## src/core/rgc_pkg.sv

```systemverilog
package rgc_pkg;
  // register byte addresses (word aligned)
  localparam logic [7:0] ADDR_ENABLE = 8'h00;
  localparam logic [7:0] ADDR_BUCK_DLY = 8'h04;
  localparam logic [7:0] ADDR_LIN_DLY = 8'h08;
  localparam logic [7:0] ADDR_CLK_CFG = 8'h0c;
  localparam logic [7:0] ADDR_MEAS_SEL = 8'h10;
  localparam logic [7:0] ADDR_LOAD1 = 8'h14;
  localparam logic [7:0] ADDR_LOAD2 = 8'h18;
  localparam logic [7:0] ADDR_STATUS = 8'h1c;
  localparam logic [7:0] ADDR_MASK = 8'h20;
  localparam logic [7:0] ADDR_OUT = 8'h24;
  // status / mask bit positions
  localparam int BIT_MEAS = 0;
  localparam int BIT_SYNC = 1;
  // clock config fields
  localparam int POS_PLL = 0;
  localparam int POS_SPREAD = 1;
  localparam int POS_FREQ = 8;
  // mode threshold and scale
  localparam int THRESH_MA = 600;
  localparam int LSB_MA = 20;
  localparam logic [8:0] PWM_THRESH_CODE = 9'(THRESH_MA / LSB_MA);
  // timing
  localparam int CLK_MHZ = 50;
  localparam int MEAS_US = 50;
  localparam int MEAS_CYC = MEAS_US * CLK_MHZ;
  localparam int POR_US = 1200;
  localparam int POR_CYC = POR_US * CLK_MHZ;
  localparam int WIN_US = 4;
  localparam int WIN_CYC = WIN_US * CLK_MHZ;
  // ext clock window: -30% .. +10% of nominal, counts per window
  localparam int LO_PCT = 70;
  localparam int HI_PCT = 110;
  // reset defaults loaded from one-time memory
  localparam logic [7:0] DFLT_ENABLE = 8'h00;
  localparam logic [31:0] DFLT_DLY = 32'h0000_0000;
  localparam logic [15:0] DFLT_CLK = 16'h0000;
  localparam logic [1:0] DFLT_MASK = 2'h0;

  typedef enum {ST_POR, ST_OTP, ST_STANDBY, ST_ACTIVE} rgc_mode_t;
  typedef enum {MS_IDLE, MS_RUN} rgc_meas_t;

  typedef struct packed {
    logic cyc;
    logic stb;
    logic we;
    logic [7:0] adr;
    logic [3:0] sel;
    logic [31:0] dat;
  } rgc_wb_req_t;

  typedef struct packed {
    logic ack;
    logic [31:0] dat;
  } rgc_wb_rsp_t;

  typedef struct packed {
    logic [1:0] buck_on;
    logic [1:0] linear_on;
    logic [1:0] buck_pwm;
    logic spread_on;
    logic ext_clk_sel;
  } rgc_out_t;
endpackage
```

## src/core/rgc_ctrl.sv

```systemverilog
// Decided for this implementation: the address map and register access over Wishbone.
`timescale 1ns/10ps
module rgc_ctrl #(
  parameter int POR_CYCLES = rgc_pkg::POR_CYC,
  parameter int DLY_UNIT = 50000,
  parameter int MEAS_CYCLES = rgc_pkg::MEAS_CYC
) (
  // clock and reset
  input wire logic mclk_i,
  input wire logic resetn_i,
  // register bus
  input wire rgc_pkg::rgc_wb_req_t wb_req_i,
  output rgc_pkg::rgc_wb_rsp_t wb_rsp_o,
  // pins and analog side
  input wire logic supply_ok_i,
  input wire logic en_pin_i,
  input wire logic sync_clock_input,
  input wire logic [1:0] buck_heavy_load_i,
  input wire logic [8:0] meas_code_i,
  // regulator controls
  output rgc_pkg::rgc_out_t ctl_o,
  output logic irq_o
);
  localparam int DW = 24;
  localparam int MW = 13;
  localparam int WW = 8;

  // counters are sized for the defaults; refuse anything that would wrap
  if (POR_CYCLES < 1 || POR_CYCLES >= (1 << DW) || MEAS_CYCLES < 2 || MEAS_CYCLES >= (1 << MW)
      || DLY_UNIT < 1 || DLY_UNIT * 16 >= (1 << DW)) begin : g_bad_param
    $error("rgc_ctrl: parameter out of range");
  end

  typedef struct packed {
    rgc_pkg::rgc_mode_t mode;
    logic [DW-1:0] por_cnt;
    logic [7:0] enable;        // [1:0] buck_on_bit [3:2] buck_pin_follow [5:4] linear [7:6] linear follow
    logic [15:0] buck_dly;     // per buck: rise code [3:0], fall code [7:4]
    logic [15:0] lin_dly;
    logic [15:0] clk_cfg;
    logic [1:0] fpwm;
    logic [1:0] mask;
    logic [1:0] flags;
    rgc_pkg::rgc_meas_t ms;
    logic meas_sel;
    logic [MW-1:0] meas_cnt;
    logic [8:0] result;
    logic pin_q;
    logic [3:0] reg_on;
    logic [3:0][DW-1:0] dly_cnt;
    logic [WW-1:0] ext_cnt;
    logic [DW-1:0] win_cnt;
    logic ext_prev;
    logic ext_valid;
    logic wb_ack;
    logic [31:0] wb_dat;
    rgc_pkg::rgc_out_t out;
    logic irq;
  } st_t;

  st_t s_q, s_d;

  // delay code to cycles, table linear in code
  function automatic logic [DW-1:0] dly_cycles(input logic [3:0] code);
    dly_cycles = DW'(DLY_UNIT) * DW'(code);
  endfunction

  function automatic logic bus_hit(input rgc_pkg::rgc_wb_req_t r, input logic [7:0] a);
    bus_hit = r.cyc && r.stb && (r.adr == a);
  endfunction

  logic [3:0] on_bit, follow;
  logic [3:0][3:0] rise_code, fall_code;
  logic [WW-1:0] lo_lim, hi_lim;
  logic [4:0] nom;
  logic ext_rise;

  always_comb begin
    on_bit = {s_q.enable[5:4], s_q.enable[1:0]};
    follow = {s_q.enable[7:6], s_q.enable[3:2]};
    rise_code = {s_q.lin_dly[11:8], s_q.lin_dly[3:0], s_q.buck_dly[11:8], s_q.buck_dly[3:0]};
    fall_code = {s_q.lin_dly[15:12], s_q.lin_dly[7:4], s_q.buck_dly[15:12], s_q.buck_dly[7:4]};
    nom = s_q.clk_cfg[rgc_pkg::POS_FREQ +: 5];
    // edges per 4 us window is 4*nom MHz; bounds scaled by percentage
    lo_lim = WW'((32'(nom) * rgc_pkg::WIN_US * rgc_pkg::LO_PCT) / 100);
    hi_lim = WW'((32'(nom) * rgc_pkg::WIN_US * rgc_pkg::HI_PCT) / 100);
    ext_rise = sync_clock_input && !s_q.ext_prev;
  end

  always_comb begin
    logic wr, rd, sync_ev, buck_en_rise, valid_new;
    logic [31:0] rdata;
    logic [1:0] set_flags;
    s_d = s_q;
    wr = 1'b0;
    rd = 1'b0;
    sync_ev = 1'b0;
    buck_en_rise = 1'b0;
    valid_new = s_q.ext_valid;
    rdata = 32'h0000_0000;
    set_flags = 2'h0;
    s_d.wb_ack = 1'b0;
    s_d.pin_q = en_pin_i;
    s_d.ext_prev = sync_clock_input;

    // power-up sequence
    case (s_q.mode)
      rgc_pkg::ST_POR: begin
        if (supply_ok_i) begin
          s_d.mode = rgc_pkg::ST_OTP;
        end
      end
      rgc_pkg::ST_OTP: begin
        // bus held off until defaults are in
        if (s_q.por_cnt == DW'(POR_CYCLES - 1)) begin
          s_d.enable = rgc_pkg::DFLT_ENABLE;
          s_d.buck_dly = rgc_pkg::DFLT_DLY[15:0];
          s_d.lin_dly = rgc_pkg::DFLT_DLY[31:16];
          s_d.clk_cfg = rgc_pkg::DFLT_CLK;
          s_d.mask = rgc_pkg::DFLT_MASK;
          s_d.mode = rgc_pkg::ST_STANDBY;
          if (rgc_pkg::DFLT_CLK[rgc_pkg::POS_PLL] && !s_q.ext_valid) begin
            sync_ev = 1'b1;
          end
        end else begin
          s_d.por_cnt = s_q.por_cnt + DW'(1);
        end
      end
      rgc_pkg::ST_STANDBY, rgc_pkg::ST_ACTIVE: begin
        s_d.mode = (|s_q.reg_on[1:0]) ? rgc_pkg::ST_ACTIVE : rgc_pkg::ST_STANDBY;
      end
      default: s_d.mode = rgc_pkg::ST_POR;
    endcase
    if (!supply_ok_i) begin
      s_d.mode = rgc_pkg::ST_POR;
      s_d.por_cnt = '0;
    end

    // wishbone slave, one wait state, only after defaults loaded
    if (wb_req_i.cyc && wb_req_i.stb && !s_q.wb_ack
        && (s_q.mode == rgc_pkg::ST_STANDBY || s_q.mode == rgc_pkg::ST_ACTIVE)) begin
      s_d.wb_ack = 1'b1;
      wr = wb_req_i.we && wb_req_i.sel[0];
      rd = !wb_req_i.we;
    end
    case (wb_req_i.adr)
      rgc_pkg::ADDR_ENABLE: rdata = {24'h000000, s_q.enable};
      rgc_pkg::ADDR_BUCK_DLY: rdata = {16'h0000, s_q.buck_dly};
      rgc_pkg::ADDR_LIN_DLY: rdata = {16'h0000, s_q.lin_dly};
      rgc_pkg::ADDR_CLK_CFG: rdata = {14'h0000, s_q.fpwm, s_q.clk_cfg};
      rgc_pkg::ADDR_MEAS_SEL: rdata = {30'h00000000, s_q.ms == rgc_pkg::MS_RUN, s_q.meas_sel};
      rgc_pkg::ADDR_LOAD1: rdata = {24'h000000, s_q.result[7:0]};
      rgc_pkg::ADDR_LOAD2: rdata = {31'h00000000, s_q.result[8]};
      rgc_pkg::ADDR_STATUS: rdata = {29'h00000000, s_q.ext_valid, s_q.flags};
      rgc_pkg::ADDR_MASK: rdata = {30'h00000000, s_q.mask};
      rgc_pkg::ADDR_OUT: rdata = {24'h000000, s_q.out};
      default: rdata = 32'h0000_0000;
    endcase
    if (rd) begin
      s_d.wb_dat = rdata;
    end
    if (wr) begin
      case (wb_req_i.adr)
        rgc_pkg::ADDR_ENABLE: s_d.enable = wb_req_i.dat[7:0];
        rgc_pkg::ADDR_BUCK_DLY: s_d.buck_dly = wb_req_i.dat[15:0];
        rgc_pkg::ADDR_LIN_DLY: s_d.lin_dly = wb_req_i.dat[15:0];
        rgc_pkg::ADDR_CLK_CFG: begin
          s_d.clk_cfg = wb_req_i.dat[15:0];
          s_d.fpwm = wb_req_i.dat[17:16];
        end
        rgc_pkg::ADDR_MEAS_SEL: begin
          s_d.meas_sel = wb_req_i.dat[0];
          s_d.ms = rgc_pkg::MS_RUN;
          s_d.meas_cnt = '0;
        end
        rgc_pkg::ADDR_MASK: s_d.mask = wb_req_i.dat[1:0];
        default: ;
      endcase
    end

    // regulator enables: pin path delayed, register path immediate
    for (int i = 0; i < 4; i++) begin
      if (s_q.mode != rgc_pkg::ST_STANDBY && s_q.mode != rgc_pkg::ST_ACTIVE) begin
        s_d.reg_on[i] = 1'b0;
        s_d.dly_cnt[i] = '0;
      end else if (!on_bit[i]) begin
        s_d.reg_on[i] = 1'b0;
        s_d.dly_cnt[i] = '0;
      end else if (!follow[i]) begin
        s_d.reg_on[i] = 1'b1;
        s_d.dly_cnt[i] = '0;
      end else if (en_pin_i != s_q.pin_q) begin
        s_d.dly_cnt[i] = en_pin_i ? dly_cycles(rise_code[i]) : dly_cycles(fall_code[i]);
        if (s_d.dly_cnt[i] == '0) begin
          s_d.reg_on[i] = en_pin_i;
        end
      end else if (s_q.dly_cnt[i] != '0) begin
        s_d.dly_cnt[i] = s_q.dly_cnt[i] - DW'(1);
        if (s_q.dly_cnt[i] == DW'(1)) begin
          s_d.reg_on[i] = s_q.pin_q;
        end
      end else begin
        s_d.reg_on[i] = s_q.pin_q;
      end
      if (i < 2 && s_d.reg_on[i] && !s_q.reg_on[i]) begin
        buck_en_rise = 1'b1;
      end
    end
    if (buck_en_rise && s_q.mode == rgc_pkg::ST_STANDBY && s_q.clk_cfg[rgc_pkg::POS_PLL] && !s_q.ext_valid) begin
      sync_ev = 1'b1;
    end

    // load-current measurement
    case (s_q.ms)
      rgc_pkg::MS_IDLE: ;
      rgc_pkg::MS_RUN: begin
        if (!(wr && wb_req_i.adr == rgc_pkg::ADDR_MEAS_SEL)) begin
          s_d.meas_cnt = s_q.meas_cnt + MW'(1);
          if (s_q.meas_cnt == MW'(MEAS_CYCLES - 1)) begin
            s_d.ms = rgc_pkg::MS_IDLE;
            s_d.result = meas_code_i;
            set_flags[rgc_pkg::BIT_MEAS] = !s_q.mask[rgc_pkg::BIT_MEAS];
          end
        end
      end
      default: s_d.ms = rgc_pkg::MS_IDLE;
    endcase

    // external clock frequency check over fixed windows
    s_d.ext_cnt = s_q.ext_cnt + WW'(ext_rise && s_q.ext_cnt != '1);
    s_d.win_cnt = s_q.win_cnt + DW'(1);
    if (s_q.win_cnt == DW'(rgc_pkg::WIN_CYC - 1)) begin
      s_d.win_cnt = '0;
      s_d.ext_cnt = '0;
      valid_new = (nom != 5'h00) && (s_q.ext_cnt >= lo_lim) && (s_q.ext_cnt <= hi_lim);
      s_d.ext_valid = valid_new;
      if (valid_new != s_q.ext_valid && s_q.clk_cfg[rgc_pkg::POS_PLL]) begin
        sync_ev = 1'b1;
      end
    end
    if (sync_ev && !s_q.mask[rgc_pkg::BIT_SYNC]) begin
      set_flags[rgc_pkg::BIT_SYNC] = 1'b1;
    end
    // write one to clear; a set in the same cycle wins
    if (wr && wb_req_i.adr == rgc_pkg::ADDR_STATUS) begin
      s_d.flags = s_q.flags & ~wb_req_i.dat[1:0];
    end
    s_d.flags = s_d.flags | set_flags;
    s_d.irq = |s_d.flags;

    // converter outputs
    for (int b = 0; b < 2; b++) begin
      s_d.out.buck_pwm[b] = s_q.fpwm[b]
        || (buck_heavy_load_i[b])
        || (s_q.ms == rgc_pkg::MS_RUN && s_q.meas_sel == b[0]);
    end
    s_d.out.buck_on = s_q.reg_on[1:0];
    s_d.out.linear_on = s_q.reg_on[3:2];
    s_d.out.spread_on = s_q.clk_cfg[rgc_pkg::POS_SPREAD] && !s_q.clk_cfg[rgc_pkg::POS_PLL];
    s_d.out.ext_clk_sel = s_q.clk_cfg[rgc_pkg::POS_PLL] && s_q.ext_valid;
  end

  always_ff @(posedge mclk_i or negedge resetn_i) begin
    if (!resetn_i) begin
      s_q <= '0;
    end else begin
      s_q <= s_d;
    end
  end

  assign wb_rsp_o.ack = s_q.wb_ack;
  assign wb_rsp_o.dat = s_q.wb_dat;
  assign ctl_o = s_q.out;
  assign irq_o = s_q.irq;
endmodule // rgc_ctrl

```

## config.mk

```make
export PLATFORM = sky130hd
export DESIGN_NAME = rgc_ctrl
export DESIGN_NICKNAME = d
export VERILOG_FILES = /design/src/core/rgc_pkg.sv /design/src/core/rgc_ctrl.sv
export SDC_FILE = /design/constraint.sdc
export NUM_CORES = 1
export LEC_CHECK = 0
export BUFFER_PORTS_ARGS = -buffer_cell sky130_fd_sc_hd__buf_2
export CELL_PAD_IN_SITES_DETAIL_PLACEMENT = 0
export CELL_PAD_IN_SITES_GLOBAL_PLACEMENT = 1
export CORE_MARGIN = 2
export CORE_UTILIZATION = 53
export CTS_CLUSTER_SIZE = 25
export DETAILED_ROUTE_END_ITERATION = 12
export PLACE_DENSITY = 0.93
export SLEW_MARGIN = 15
export SYNTH_ARGS = -nofsm -noshare
export SYNTH_HDL_FRONTEND = slang
export SYNTH_SLANG_ARGS = --single-unit
```

## constraint.sdc

```tcl
create_clock -name mclk_i -period 22.3 [get_ports mclk_i]
set_clock_uncertainty 0.05 [all_clocks]
set_input_delay 3.345 -clock mclk_i [delete_from_list [all_inputs] [get_ports mclk_i]]
set_output_delay 3.345 -clock mclk_i [all_outputs]
set_load 0.02 [all_outputs]
```

==> run metrics, run 1 <==
Starting Density=53.7%; DRT Pass-1 Iters=6; RSZ-0062 raised after global routing=false; P_leak=roughly 0.012 uW; Worst Min Path Start=s_d[6]; Fin. Hold Viols=0; Die Ht=approximately 220 um; drt total wl=between 60,000 and 70,000 um; Die Area=between 40,000 and 50,000 um^2; post_cts resized=0; Worst Hold Class=flop to flop; WHS Endpoint=ctl_o[5]; hpwl dp=44,700 um; Die Wd=around 220 um; f_max=~83 MHz; leading cell type in the layout, fill and taps excluded=dfrtp_1; FF-to-FF End=irq_o; Fin Setup TNS=0 ps; Seq cells post-synth=306; post-route cell area=25,800 um^2; Hold Path Depth=0; Synth Flop Type=dfrtp_1; GRT overflow=0; total CTS buffers=36; DRT iter0 DRCs=between 1,500 and 2,000; clk root buf=clkbuf_16; Sink Count=306; Final Slew Violations=0; crit path time final=between 10,000 and 15,000 ps; worst r2r src=nom[3]; Post-DP Area=around 25,000 um^2; Reg clk slew, reported paths=60 ps; Setup Viol. Count Final=0; initial antenna violation count=3; DR vias=around 20,000; drt drc=0; Fillers=between 3,000 and 4,000; EDFF count, synth=0; total power draw=around 1300 uW; Seq/Total Area, Yosys=about a third; Synth top area share=between 30% and 40%; most frequent cells in the layout=dfrtp_1, nand2_1, nor2_1, ha_1, xnor2_1; synth top area cells=dfrtp_1, ha_1, xnor2_1; largest net degree at the start of global routing=slightly below 90; max_cap viols=0; share of layout cells above drive strength 1=around a tenth; P per Cell Area=about 50 nW/um^2; area grow syn2layout=8.77%; headroom to the max-slew limit=between 20% and 30%; Via-to-Cell Ratio=6.00; IO Pins=approximately 110; first-pass GRT wire length=~99,000 um; Std-Cell Rows=77; port bufs=73; WHS=approximately 330 ps; critical path peak fanout=15; status=finished clean; Place WS=between 10,000 and 15,000 ps; worst setup margin=slightly above 10,000 ps; number of global-route vias before repair=between 15,000 and 20,000; crit-path max cell delay=680 ps; CTS tree=done; YS warnings=0; Core ar.=44,100 um^2; routed len/inst=approximately 18 um; VDD IR-drop max=a little over 60 uV; Placer Congestion=just under 0.9; reg2reg path depth=47; clk buf depth=3; worst skew pair latency=560 ps; Mapped Avg Cell Area=around 8.9 um^2; Startpoint Class=flop; number of hold buffers added after CTS=0; gr usage total=between 20% and 30%; area leader, netlist=dfrtp_1; fin nets=between 3,000 and 4,000; Synth cell types=about 110; R2R setup slack=just over 10,000 ps; Slew @ Worst Pin=approximately 1100 ps; antenna viol nets, final=0; Mapped Area=approximately 24,000 um^2; slowest cell on the critical path=dfrtp_1; Cells after Synth=2,670; Crit. End Element=flop; final critical-path share of the clock period=53.9%; kind of critical path=flop to flop; H-tree Lvls=2; Worst EP required=roughly 23,000 ps; CP Data Arrival Time=~12,000 ps; # Post-CTS Setup Buffers=0; ys async rst share=100%
==> metal layers <==
layer / GRT usage (%) / routed length, um / up-vias / share of wire (%)
met1: 35.4 / 27500 / 9675 / 45
met2: 41.4 / 27600 / 527 / 46
met5: 0 / 23 / - / 0.038
li1: - / - / 9727 / -
met4: 9.36 / 1970 / 4 / 3.3
met3: 4.43 / 3540 / 105 / 5.8
==> cell type report <==
type | instances | area, um^2 | area share [%]
Antenna cell | 1 | 2.50 | 0.00972
Clock buffer | 49 | 1050 | 4.08
Clock inverter | 13 | 181 | 0.704
Inverter | 103 | 387 | 1.50
Multi-Input combinational cell | 2180 | 15200 | 59.0
Sequential cell | 306 | 7660 | 29.7
Tap cell | 592 | 741 | 2.88
Timing Repair Buffer | 94 | 539 | 2.09
==> report_power, final <==
group | switching [uW] | internal [uW] | leakage [uW]
clock | 243 | 368 | 0.000600
combinational | 69.3 | 42.3 | 0.00714
sequential | 10.8 | 564 | 0.00394
total | 323 | 974 | 0.0117
==> worst max path at each step <==
stage               startpoint     to  slack, ps  depth (start not counted)
global route            nom[3]  irq_o       9420                         47
floorplan               nom[3]  irq_o      12280                         47
CTS                     nom[3]  irq_o      10310                         47
detailed placement      nom[3]  irq_o      10360                         47
global placement        nom[3]  irq_o      10560                         47
finish                  nom[3]  irq_o      10290                         47
==> Yosys cell counts (25+ instances only) <==
master / instances
o211ai_1: 25
a21oi_1: 114
inv_1: 98
o21ai_0: 102
dfrtp_1: 306
ha_1: 215
o21a_1: 30
o31ai_1: 31
nor3_1: 62
nand2_1: 279
clkbuf_1: 63
xnor2_1: 152
nand4_1: 39
mux2i_1: 29
nand3_1: 96
nor2b_1: 28
nor2_1: 244
buf_4: 42
a211oi_1: 68
and3_1: 32
and2_1: 35
xor2_1: 96
nor4_1: 50
==> sequential cells by signal, indices dropped and copies added, names as in the netlist <==
register,flops
s_q,229
wb_rsp_o,19
fall_code,16
rise_code,16
ctl_o,8
nom,5
follow,4
on_bit,4
s_d,4
irq_o,1
==> stage by stage <==
stage               utilization, %  instances
floorplan                        -       2714
global placement              55.5       3275
detailed placement            55.5       3275
CTS                           58.3       3337
global route                  58.4       3338
finish                        58.4       3338
==> worst max-delay path, delay by kind of cell (launching register included) <==
family,cells,cell delay (ps)
AOI/OAI and AO/OA,23,5630
adders and majority gates,7,2390
and+or+nand+nor,11,2110
DFF,1,680
xor gates and xnor gates,2,610
buffers and inverters,4,390
==> kinds of logic after synthesis <==
group	count (synthesis)	share of synthesized area [%]
xor+xnor	251	9.46
flops	306	32.3
simple gates	982	20.2
other cells	1	0.0158
mux	52	2.32
buf+inv	228	4.43
compound gates	619	18.6
fa+ha+maj	231	12.7
(Power assumes the default switching activity.)
==> run 2: changes to the inputs <==
CORE_UTILIZATION = 49   (was 53)
PLACE_DENSITY = 0.88   (was 0.93)
clock period = 12.05 ns   (was 22.3 ns; I/O delays follow)
==> run 2 against run 1 <==
Compared with the run above: die area up 8.0%; worst setup slack lost 9500 ps; sequential power up 84%; critical endpoint unchanged; largest cell class unchanged; highest routed layer unchanged.
==> run metrics, run 2 (synthesis gave the netlist of run 1 again) <==
status=finished clean; Biggest register=s_q; R2R setup slack=between 800 and 900 ps; Fillers=4,273; drt total wl=approximately 61,000 um; leading cell type in the layout, fill and taps excluded=dfrtp_1; initial antenna violation count=6; clk root buf=clkbuf_16; Sink Count=306; total CTS buffers=35; routed len/inst=18.2 um; first-pass GRT wire length=a little over 100,000 um; slowest cell on the critical path=dfrtp_1; gr usage total=24.4%; CTS tree=done; f_max=about 90 MHz; Hold Path Depth=0; Via-to-Cell Ratio=between 5 and 6; headroom to the max-slew limit=~33%; Fin Setup TNS=0 ps; area grow syn2layout=9.14%; critical path peak fanout=11; Startpoint Class=flop; antenna viol nets, final=0; hpwl dp=between 40,000 and 50,000 um; clk buf depth=3; Levels on crit path=45; port bufs=73; number of hold buffers added after CTS=0; Worst Hold Class=flop to flop; final core utilization=~54%; reg2reg path depth=45; Starting Density=between 40% and 50%; crit path time final=between 10,000 and 15,000 ps; busiest layer in global routing=met2; final critical-path share of the clock period=between 90% and 100%; most frequent cells in the layout=dfrtp_1, nand2_1, nor2_1, ha_1, xnor2_1; Final Slew Violations=0; P_leak=between 0.01 and 0.015 uW; largest net degree at the start of global routing=between 100 and 150; max reg flops=~230; GRT met2 Usage=roughly two fifths; fin nets=~3,000; Die Area=50,100 um^2; drt drc=0; crit-path max cell delay=610 ps; H-tree Lvls=2; number of global-route vias before repair=between 15,000 and 20,000; kind of critical path=flop to flop; Reg clk slew, reported paths=about 60 ps; WHS=around 320 ps; Setup Viol. Count Final=0; Worst EP required=12,430 ps; Placer Congestion=about 0.9; share of layout cells above drive strength 1=under 10%; worst skew pair latency=approximately 550 ps; Fin. Hold Viols=0; DRT Pass-1 Iters=7; IO Pins=105; CP Data Arrival Time=approximately 12,000 ps; Core ar.=~48,000 um^2; Die Wd=between 200 and 250 um; Std-Cell Rows=80; VDD IR-drop max=about 120 uV; max_cap viols=0; CP top delay family=compound AO/OA/AOI/OAI gates; Slew @ Worst Pin=roughly 1000 ps; Buf/Inv on CP=2; Crit. End Element=flop; DR vias=between 20,000 and 25,000; met3 Resource Use GR=under 10%; DRT iter0 DRCs=between 1,500 and 2,000; P per Cell Area=around 93 nW/um^2; Die Ht=224 um; GRT overflow=0; Worst path most repeated cell=ha_1; met1 global-route usage=between 30% and 40%
## run 2: changes by cell type in the layout (fill, tap and decap cells not counted), sizes merged
cell / previous run / this run
clkinvlp: 3 / 1
diode: 1 / 3
bufinv: 3 / 5
inv: 103 / 102
clkinv: 7 / 9
clkbuf: 49 / 47
buf: 94 / 98
## run 2: cell type report
class,count,area (um^2),area share [%]
Sequential cell,306,7660,29.6
Tap cell,615,769,2.98
Multi-Input combinational cell,2180,15200,58.9
Timing Repair Buffer,98,566,2.19
Clock buffer,47,1000,3.88
Clock inverter,14,220,0.852
Inverter,103,387,1.50
Antenna cell,3,7.51,0.0291
## run 2: final timing paths
kind / from / to
worst min register to register: s_d[5] / ctl_o[4]
max in group asynchronous: resetn_i / s_q[214]
worst min-delay path: s_d[5] / ctl_o[4]
worst max-delay path: nom[4] / irq_o
min in group asynchronous: resetn_i / s_q[168]
worst max register to register: nom[4] / irq_o
## run 2: report_power, final
part / internal [uW] / leakage (uW) / switching (uW)
Combinational: 80.6 / 0.00716 / 130
Sequential: 1040 / 0.00394 / 19.7
Clock: 693 / 0.000599 / 439
## run 2: stage by stage
step | std cells | setup WS (ps) | total power (uW) | area [um^2]
final | 3366 | 813 | 2410 | 25800
after global routing | 3365 | -10.4 | 2500 | 25800
after CTS | 3362 | 258 | 2430 | 25800
after floorplan | 2714 | 2030 | 1220 | 23800
after global placement | 3301 | 557 | 1280 | 24600
after detailed placement | 3301 | 285 | 1290 | 24600
## run 2: timing repair
item | in CTS | in global routing
setup endpoints to repair | 0 | 3
setup buffers | 0 | 1
gates resized for setup | 0 | 9
## run 2: layer usage
metal	up-vias	routed length, um
met2	519	27700
met4	4	1900
met5	-	24
met1	9749	28300
li1	9703	-
met3	125	3210
